[config.mk]
export PLATFORM = sky130hd
export DESIGN_NAME = dgn_channel_front
export DESIGN_NICKNAME = d
export VERILOG_FILES = /design/src/design/dgn_pkg.sv /design/src/design/dgn_channel_front.sv
export SDC_FILE = /design/constraint.sdc
export NUM_CORES = 2
export LEC_CHECK = 0
export BUFFER_PORTS_ARGS = -buffer_cell sky130_fd_sc_hd__buf_2
export CORE_MARGIN = 10
export CORE_UTILIZATION = 40
export CTS_CLUSTER_SIZE = 40
export DETAILED_ROUTE_END_ITERATION = 10
export SLEW_MARGIN = 15
export SYNTH_ARGS = -nofsm -noshare
export SYNTH_HDL_FRONTEND = slang
export SYNTH_SLANG_ARGS = --single-unit
export TNS_END_PERCENT = 100
[constraint.sdc]
create_clock -name sys_clk -period 11.2 [get_ports sys_clk]
set_input_delay 0.56 -clock sys_clk [delete_from_list [all_inputs] [get_ports sys_clk]]
set_output_delay 0.56 -clock sys_clk [all_outputs]
set_load 0.02 [all_outputs]
[src/design/dgn_pkg.sv]
// Notes on behaviour
// - indicator rises when input exceeds upper threshold
// - dwell count runs while input below lower
// - input above lower during dwell resets count
// - indicator drops when dwell count reaches zero
// - quiet scale when inactive, loud when active
// - scale applied ahead of resampling filter input
// - two ports, independent set points, selectable
// - programmable delay aligns scale with converter latency
// - 32-bit complex oscillator with I/Q mixing
// - frequency word unsigned over two registers
// - writes to shadow, active loads from shadow
// - frequency readback returns the active register
// - wake or hop loads hold-off, fires at one
// - hold-off one is immediate, zero blocks
// - 16-bit phase offset added to accumulator
// - bypass routes port A to I, B to Q
// - control bit 1 dithers phase truncation
// - control bit 2 dithers amplitude quantization
// - bit 3 clears accumulator on frequency change while awake
// - control bit 6 selects port B input
// - bits 8:7 pick sync pin, pin enabled
// - scale applies even when resampler is bypassed
package dgn_pkg;

  // register offsets
  localparam logic [7:0] ADDR_HOLDOFF = 8'h84;
  localparam logic [7:0] ADDR_FREQ_LO = 8'h85;
  localparam logic [7:0] ADDR_FREQ_HI = 8'h86;
  localparam logic [7:0] ADDR_PHASE = 8'h87;
  localparam logic [7:0] ADDR_CTRL = 8'h88;
  localparam logic [7:0] ADDR_SCALE = 8'h92;
  localparam int REG_W = 20;

  // oscillator control fields
  localparam int CTRL_BYPASS = 0;
  localparam int CTRL_PH_DITHER = 1;
  localparam int CTRL_AMP_DITHER = 2;
  localparam int CTRL_CLR_HOP = 3;
  localparam int CTRL_INPUT_B = 6;
  localparam int CTRL_SYNC_LO = 7;
  localparam int CTRL_W = 9;

  // scale register fields
  localparam int SCALE_LOUD_LO = 0;
  localparam int SCALE_QUIET_LO = 5;
  localparam int SCALE_W = 5;

  // values after reset
  localparam logic [15:0] RST_HOLDOFF = 16'h0000;
  localparam logic [31:0] RST_FREQ = 32'h0000_0000;
  localparam logic [15:0] RST_PHASE = 16'h0000;
  localparam logic [8:0] RST_CTRL = 9'h000;
  localparam logic [9:0] RST_SCALE = 10'h000;
  localparam logic [15:0] LFSR_SEED = 16'hACE1;

  // datapath figures
  localparam int ADC_LATENCY = 7;
  localparam int LUT_W = 11;
  localparam int BYP_SHIFT = 8;

  // level indicator states
  typedef enum logic [1:0] {LI_QUIET, LI_LOUD, LI_DWELL} dgn_li_state_t;

endpackage

[src/design/dgn_channel_front.sv]
`timescale 1ns/1ps
module dgn_channel_front
  import dgn_pkg::*;
#(
  parameter int DATA_W = 12,
  parameter int DWELL_W = 16,
  parameter int DELAY_DEPTH = 16
) (
  // clock and reset
  input wire logic sys_clk,
  input wire logic rst_n,
  // converter sample streams
  input wire logic signed [DATA_W-1:0] adc_a_data,
  input wire logic signed [DATA_W-1:0] adc_b_data,
  // gain switching set points
  input wire logic [DATA_W-1:0] upper_thresh_a,
  input wire logic [DATA_W-1:0] lower_thresh_a,
  input wire logic [DATA_W-1:0] upper_thresh_b,
  input wire logic [DATA_W-1:0] lower_thresh_b,
  input wire logic [DWELL_W-1:0] dwell_count_a,
  input wire logic [DWELL_W-1:0] dwell_count_b,
  input wire logic [$clog2(DELAY_DEPTH)-1:0] gain_delay,
  // sleep and sync pins
  input wire logic channel_sleep,
  input wire logic sync_pin_a,
  input wire logic sync_pin_b,
  input wire logic sync_pin_c,
  input wire logic sync_pin_d,
  input wire logic [3:0] pin_sync_enable,
  // register port
  input wire logic [7:0] reg_addr,
  input wire logic [REG_W-1:0] reg_wdata,
  input wire logic reg_wr,
  input wire logic reg_rd,
  output logic [REG_W-1:0] reg_rdata,
  // level indicators
  output logic level_indicator_port_a,
  output logic level_indicator_port_b,
  output logic level_indicator_out,
  // samples toward the resampling filter
  output logic signed [DATA_W+LUT_W-1:0] filt_in_i,
  output logic signed [DATA_W+LUT_W-1:0] filt_in_q
);

  localparam int PROD_W = DATA_W + LUT_W;
  localparam int DLY_W = $clog2(DELAY_DEPTH);

  // refuse shapes the datapath cannot serve
  if (DATA_W < 4 || DATA_W > 16 || DWELL_W < 1 || DELAY_DEPTH <= ADC_LATENCY) begin : g_bad_param
    $error("dgn_channel_front: unsupported parameter values");
  end

  // magnitude of a signed sample
  function automatic logic [DATA_W-1:0] mag_of(input logic signed [DATA_W-1:0] s);
    logic [DATA_W-1:0] m;
    m = s[DATA_W-1] ? DATA_W'(-s) : DATA_W'(s);
    return m;
  endfunction

  // quarter wave lookup with optional amplitude dither
  function automatic logic signed [LUT_W-1:0] wave(input logic [5:0] idx, input logic ad);
    logic [3:0] a;
    logic [9:0] m;
    logic [9:0] r;
    a = idx[4] ? ~idx[3:0] : idx[3:0];
    case (a)
      4'h0: m = 10'h019;
      4'h1: m = 10'h04B;
      4'h2: m = 10'h07C;
      4'h3: m = 10'h0AC;
      4'h4: m = 10'h0DA;
      4'h5: m = 10'h107;
      4'h6: m = 10'h130;
      4'h7: m = 10'h157;
      4'h8: m = 10'h17B;
      4'h9: m = 10'h19A;
      4'hA: m = 10'h1B6;
      4'hB: m = 10'h1CE;
      4'hC: m = 10'h1E1;
      4'hD: m = 10'h1F0;
      4'hE: m = 10'h1F9;
      default: m = 10'h1FE;
    endcase
    r = (m + {9'h000, ad}) >> 1;
    return idx[5] ? -LUT_W'(r) : LUT_W'(r);
  endfunction

  // per-port views
  logic signed [DATA_W-1:0] smp [2];
  logic [DATA_W-1:0] upr [2];
  logic [DATA_W-1:0] lwr [2];
  logic [DWELL_W-1:0] dwl [2];
  logic li [2];

  assign smp[0] = adc_a_data;
  assign smp[1] = adc_b_data;
  assign upr[0] = upper_thresh_a;
  assign upr[1] = upper_thresh_b;
  assign lwr[0] = lower_thresh_a;
  assign lwr[1] = lower_thresh_b;
  assign dwl[0] = dwell_count_a;
  assign dwl[1] = dwell_count_b;

  // one threshold and dwell circuit per input port
  genvar p;
  for (p = 0; p < 2; p++) begin : g_port
    dgn_li_state_t st_reg;
    logic [DWELL_W-1:0] cnt_reg;
    logic [DATA_W-1:0] mag;

    assign mag = mag_of(smp[p]);

    // hysteresis state machine, evaluated every cycle
    always_ff @(posedge sys_clk or negedge rst_n) begin
      if (!rst_n) begin
        st_reg <= LI_QUIET;
        cnt_reg <= '0;
      end else begin
        case (st_reg)
          LI_QUIET: begin
            if (mag > upr[p]) begin
              st_reg <= LI_LOUD;
            end
          end
          LI_LOUD: begin
            if (mag < lwr[p]) begin
              st_reg <= LI_DWELL;
              cnt_reg <= dwl[p];
            end
          end
          LI_DWELL: begin
            if (mag >= lwr[p]) begin
              st_reg <= LI_LOUD;
            end else if (cnt_reg == '0) begin
              st_reg <= LI_QUIET;
            end else begin
              cnt_reg <= cnt_reg - 1'b1;
            end
          end
          default: st_reg <= LI_QUIET;
        endcase
      end
    end

    assign li[p] = (st_reg != LI_QUIET);
  end

  assign level_indicator_port_a = li[0];
  assign level_indicator_port_b = li[1];

  // software registers
  logic [15:0] holdoff_reg;
  logic [31:0] shadow_freq_reg;
  logic [31:0] active_freq_reg;
  logic [15:0] phase_off_reg;
  logic [CTRL_W-1:0] ctrl_reg;
  logic [9:0] scale_reg;

  // register writes; frequency lands in the shadow only
  always_ff @(posedge sys_clk or negedge rst_n) begin
    if (!rst_n) begin
      holdoff_reg <= RST_HOLDOFF;
      shadow_freq_reg <= RST_FREQ;
      phase_off_reg <= RST_PHASE;
      ctrl_reg <= RST_CTRL;
      scale_reg <= RST_SCALE;
    end else if (reg_wr) begin
      case (reg_addr)
        ADDR_HOLDOFF: holdoff_reg <= reg_wdata[15:0];
        ADDR_FREQ_LO: shadow_freq_reg[15:0] <= reg_wdata[15:0];
        ADDR_FREQ_HI: shadow_freq_reg[31:16] <= reg_wdata[15:0];
        ADDR_PHASE: phase_off_reg <= reg_wdata[15:0];
        ADDR_CTRL: ctrl_reg <= reg_wdata[CTRL_W-1:0];
        ADDR_SCALE: scale_reg <= reg_wdata[9:0];
        default: ;
      endcase
    end
  end

  // read mux, frequency shows the active word
  logic [REG_W-1:0] rd_val;
  always_comb begin
    rd_val = '0;
    case (reg_addr)
      ADDR_HOLDOFF: rd_val = {4'h0, holdoff_reg};
      ADDR_FREQ_LO: rd_val = {4'h0, active_freq_reg[15:0]};
      ADDR_FREQ_HI: rd_val = {4'h0, active_freq_reg[31:16]};
      ADDR_PHASE: rd_val = {4'h0, phase_off_reg};
      ADDR_CTRL: rd_val = {11'h000, ctrl_reg};
      ADDR_SCALE: rd_val = {10'h000, scale_reg};
      default: rd_val = '0;
    endcase
  end

  // read data held until the next read
  always_ff @(posedge sys_clk or negedge rst_n) begin
    if (!rst_n) begin
      reg_rdata <= '0;
    end else if (reg_rd) begin
      reg_rdata <= rd_val;
    end
  end

  // wake and sync hop detection
  logic sleep_d_reg;
  logic sync_d_reg;
  logic [3:0] sync_vec;
  logic [1:0] sync_sel;
  logic sync_now;
  logic wake;
  logic hop;
  logic evt;

  assign sync_vec = {sync_pin_d, sync_pin_c, sync_pin_b, sync_pin_a};
  assign sync_sel = ctrl_reg[CTRL_SYNC_LO +: 2];
  assign sync_now = sync_vec[sync_sel] & pin_sync_enable[sync_sel];
  assign wake = sleep_d_reg & ~channel_sleep;
  assign hop = sync_now & ~sync_d_reg;
  assign evt = wake | hop;

  always_ff @(posedge sys_clk or negedge rst_n) begin
    if (!rst_n) begin
      sleep_d_reg <= 1'b1;
      sync_d_reg <= 1'b0;
    end else begin
      sleep_d_reg <= channel_sleep;
      sync_d_reg <= sync_now;
    end
  end

  // hold-off countdown toward a frequency update
  logic [15:0] hold_cnt_reg;
  logic fire;

  assign fire = (evt && holdoff_reg == 16'h0001) || (hold_cnt_reg == 16'h0001);

  always_ff @(posedge sys_clk or negedge rst_n) begin
    if (!rst_n) begin
      hold_cnt_reg <= 16'h0000;
    end else if (evt && holdoff_reg > 16'h0001) begin
      hold_cnt_reg <= holdoff_reg - 16'h0001;
    end else if (hold_cnt_reg != 16'h0000) begin
      hold_cnt_reg <= hold_cnt_reg - 16'h0001;
    end
  end

  // active word loads only from the shadow
  always_ff @(posedge sys_clk or negedge rst_n) begin
    if (!rst_n) begin
      active_freq_reg <= RST_FREQ;
    end else if (fire) begin
      active_freq_reg <= shadow_freq_reg;
    end
  end

  // phase accumulator, frozen while asleep
  logic [31:0] acc_reg;
  always_ff @(posedge sys_clk or negedge rst_n) begin
    if (!rst_n) begin
      acc_reg <= 32'h0000_0000;
    end else if (channel_sleep) begin
      acc_reg <= acc_reg;
    end else if (fire && ctrl_reg[CTRL_CLR_HOP]) begin
      acc_reg <= 32'h0000_0000;
    end else begin
      acc_reg <= acc_reg + active_freq_reg;
    end
  end

  // dither source
  logic [15:0] lfsr_reg;
  always_ff @(posedge sys_clk or negedge rst_n) begin
    if (!rst_n) begin
      lfsr_reg <= LFSR_SEED;
    end else begin
      lfsr_reg <= {lfsr_reg[14:0], lfsr_reg[15] ^ lfsr_reg[13] ^ lfsr_reg[12] ^ lfsr_reg[10]};
    end
  end

  // phase with offset and optional truncation dither
  logic [15:0] ph_dith;
  logic [15:0] phase;
  logic amp_dith;
  logic signed [LUT_W-1:0] sin_v;
  logic signed [LUT_W-1:0] cos_v;

  assign ph_dith = ctrl_reg[CTRL_PH_DITHER] ? {6'h00, lfsr_reg[9:0]} : 16'h0000;
  assign phase = acc_reg[31:16] + phase_off_reg + ph_dith;
  assign amp_dith = ctrl_reg[CTRL_AMP_DITHER] & lfsr_reg[15];
  assign sin_v = wave(phase[15:10], amp_dith);
  assign cos_v = wave(phase[15:10] + 6'h10, amp_dith);

  // input select and mixing
  logic sel_b;
  logic signed [DATA_W-1:0] x;
  assign sel_b = ctrl_reg[CTRL_INPUT_B];
  assign x = sel_b ? adc_b_data : adc_a_data;

  logic signed [PROD_W-1:0] mix_i_reg;
  logic signed [PROD_W-1:0] mix_q_reg;
  always_ff @(posedge sys_clk or negedge rst_n) begin
    if (!rst_n) begin
      mix_i_reg <= '0;
      mix_q_reg <= '0;
    end else if (ctrl_reg[CTRL_BYPASS]) begin
      mix_i_reg <= PROD_W'(adc_a_data) <<< BYP_SHIFT;
      mix_q_reg <= PROD_W'(adc_b_data) <<< BYP_SHIFT;
    end else begin
      mix_i_reg <= PROD_W'(x) * PROD_W'(cos_v);
      mix_q_reg <= -(PROD_W'(x) * PROD_W'(sin_v));
    end
  end

  // indicator delay line for alignment with the converter
  logic [DELAY_DEPTH-1:0] li_pipe_reg;
  always_ff @(posedge sys_clk or negedge rst_n) begin
    if (!rst_n) begin
      li_pipe_reg <= '0;
    end else begin
      li_pipe_reg <= {li_pipe_reg[DELAY_DEPTH-2:0], li[sel_b]};
    end
  end

  assign level_indicator_out = li_pipe_reg[gain_delay];

  // gain selection and scaling ahead of the filter
  logic [SCALE_W-1:0] scale_sel;
  assign scale_sel = level_indicator_out ? scale_reg[SCALE_LOUD_LO +: SCALE_W]
                                         : scale_reg[SCALE_QUIET_LO +: SCALE_W];

  always_ff @(posedge sys_clk or negedge rst_n) begin
    if (!rst_n) begin
      filt_in_i <= '0;
      filt_in_q <= '0;
    end else begin
      filt_in_i <= mix_i_reg >>> scale_sel;
      filt_in_q <= mix_q_reg >>> scale_sel;
    end
  end
endmodule

==> results.cfg <==
[placement]
finalWeightedCongestion = 0.880
dp_hpwl_um = 66100
portBuffers = 209
post-place-ws_ns = 0.0508

[floorplanning]
fp.dieW_um = 303
initial_core_util_pct = 40.4
fp.coreArea_um2 = 79300
io_pins = 218
die_h_um = 303
die_area_um2 = 91800
rows = 103

[synth]
synthTopCellsByCount = inv_1 (447), dfrtp_1 (332), nor2_1 (298)
syn_area_um2 = 32000
synth.avg_cell_area_um2 = 9.32
ys_async_sr_fraction_pct = 100
synth_area_leader_cell = dfrtp_1
ys.flop_type = dfrtp_1
netlist_instances = 3439
yosysUniqueCellTypes = 93
synth_area_leaders = dfrtp_1 (26%), fa_1 (16%), ha_1 (9.2%), mux2_2 (5.4%), inv_1 (5.2%)
synth.top_cell.area_share_pct = 25.9
ys_ff_latch = 341
yosysWarningCount = 0
synth-edff-count = 0
ys_seq_area_share_pct = 26.7
yosysMostFrequentCell = inv_1

[clock_network]
clk_pin_slew_ns = 0.06
ctsHoldBuffers = 0
cts_tree = done
cts-root-buf = clkbuf_16
clk_latency_ns = 0.54
cts_buffer_depth = 3
clock-sinks = 341
numCtsBuffers = 36
htreeDepth = 2

[finish]
nets = 4305
drive_above_1_share_pct = 18.5
syn_to_final_growth_pct = 13.4
antenna_cells = 0
n_fill_cell = 7689

[grt]
grt_pass1_wl_um = 136000
grt_pass1_vias = 24700
grt_overflow_total = 0
antenna_found_initial = 2
grt_max_degree = 171
met1_usage_pct = 25.5
track_usage_pct = 18.2
busiest_layer = met2
grtUsageMet2_pct = 29.8
gr-usage-met3_pct = 1.95

[setup_path]
required_ns = 11.61
cpMaxStageDelayCell = fa_1
path_class = flop to flop
slowest_delay_ns = 0.54
critPathBufInv = 10
endpoint_kind = flop
crit_top_cell = buf_4
worstSetupStartpointType = flop
crit_fanout = 10
cp_data_arrival_time_ns = 11.20
cpLargestDelayFamily = adder cells
r2r_slack_ns = 0.40

[sta]
setup_tns_ns = 0
finalWorstSetupSlack_ns = 0.403
fin_crit_sh_pct = 96.4
min_period_ns = 10.80
slew_headroom_pct = 26.9
hold_violations = 0
fin_skew_ns = 0.0318
max_freq_ghz = 0.0926
setup_viol = 0
slew_violations = 0
worst_pin_slew_ns = 1.07

[route]
ant_nets = 0
post_drt_wl_per_cell_um = 17.8
drt-initial-drc-count = 1496
vias_per_cell = 5.29
drt_pass1_iterations = 5
num_vias = 25000
drc = 0
routed_wl_um = 84300

[status]
status = complete, no violations

[flow_run]
cap_viol_max_count = 0

[hold_path]
worstHoldPathType = primary input to async pin
worst paths after layout:
| check | start | to | depth (start not counted) |
|---|---|---|---|
| min in group sys_clk | dwell_count_b[0] | g_port[1].cnt_reg[0] | 3 |
| max in group asynchronous | rst_n | li_pipe_reg[8] | 2 |
| setup / recovery | ctrl_reg[1] | mix_q_reg[22] | 42 |
| hold reg to reg | lfsr_reg[14] | lfsr_reg[15] | 0 |
| hold / removal | rst_n | reg_rdata[14] | 1 |
| setup reg to reg | ctrl_reg[1] | mix_q_reg[22] | 42 |
kinds of logic (layout without fill, tap and decap cells):
kind of cell / after synthesis / in the layout / share of synthesized area [%]
AOI/OAI and AO/OA: 665 / 665 / 13.5
adders and majority gates: 494 / 494 / 25.3
and+or+nand+nor: 907 / 907 / 13.2
muxes: 286 / 286 / 10.1
other: 1 / 4 / 0.0117
buffers and inverters: 601 / 846 / 7.19
xor gates and xnor gates: 144 / 144 / 3.96
DFF: 341 / 341 / 26.7
cell usage in the layout, fill, tap and decap left out, types with 14 or more instances in the layout:
cell type,count
inv_1,444
dfrtp_1,330
nor2_1,297
nand2_1,261
fa_1,257
ha_1,234
buf_2,208
o21ai_0,171
a21oi_1,156
mux2_2,155
buf_4,120
mux2i_1,113
xnor2_1,95
nor3_1,61
nand3_1,57
and2_1,50
a21o_1,47
a22o_1,39
xor2_1,37
clkbuf_16,36
nor2b_1,31
a22oi_1,30
nand2b_1,29
nand4_1,27
a31oi_1,22
or3_1,19
o31ai_1,16
a211oi_1,15
or2_2,14
mux4_2,14
o21bai_1,14
what timing repair did:
action,in CTS,in global routing
buffers inserted,0,19
gates resized for setup,1,73
pin swaps,1,36
setup endpoints to repair,2,15
stage by stage:
stage	utilization [%]	instance area (µm²)	hold WS, ns	cells
2_1_floorplan	-	32100	0.264	3442
3_3_place_gp	43.8	34700	0.337	4655
3_5_place_dp	43.8	34700	0.344	4655
4_1_cts	45.3	35900	0.0955	4718
5_1_grt	45.8	36300	0.137	4737
6_report	45.8	36300	0.0733	4737
area by class of cell:
class	instances	area, µm²	area share, %
flip-flops and latches	341	8550	23.5
multi-input cells	2500	21600	59.4
well taps	1050	1310	3.62
clock inverters	14	149	0.410
repair buffers	335	2030	5.60
clock buffers	49	1030	2.84
inverters	448	1680	4.63
metal layers:
| layer | routed length (µm) | vias to the layer above |
|---|---|---|
| met1 | 39000 | 12400 |
| met3 | 4060 | 90 |
| met2 | 39800 | 521 |
| met4 | 1460 | 2 |
| li1 | - | 12100 |
| met5 | 17 | - |
Power is left out: the tool's default activity adds up to more than one toggle a clock period on the data nets, which glitch-free logic cannot reach.
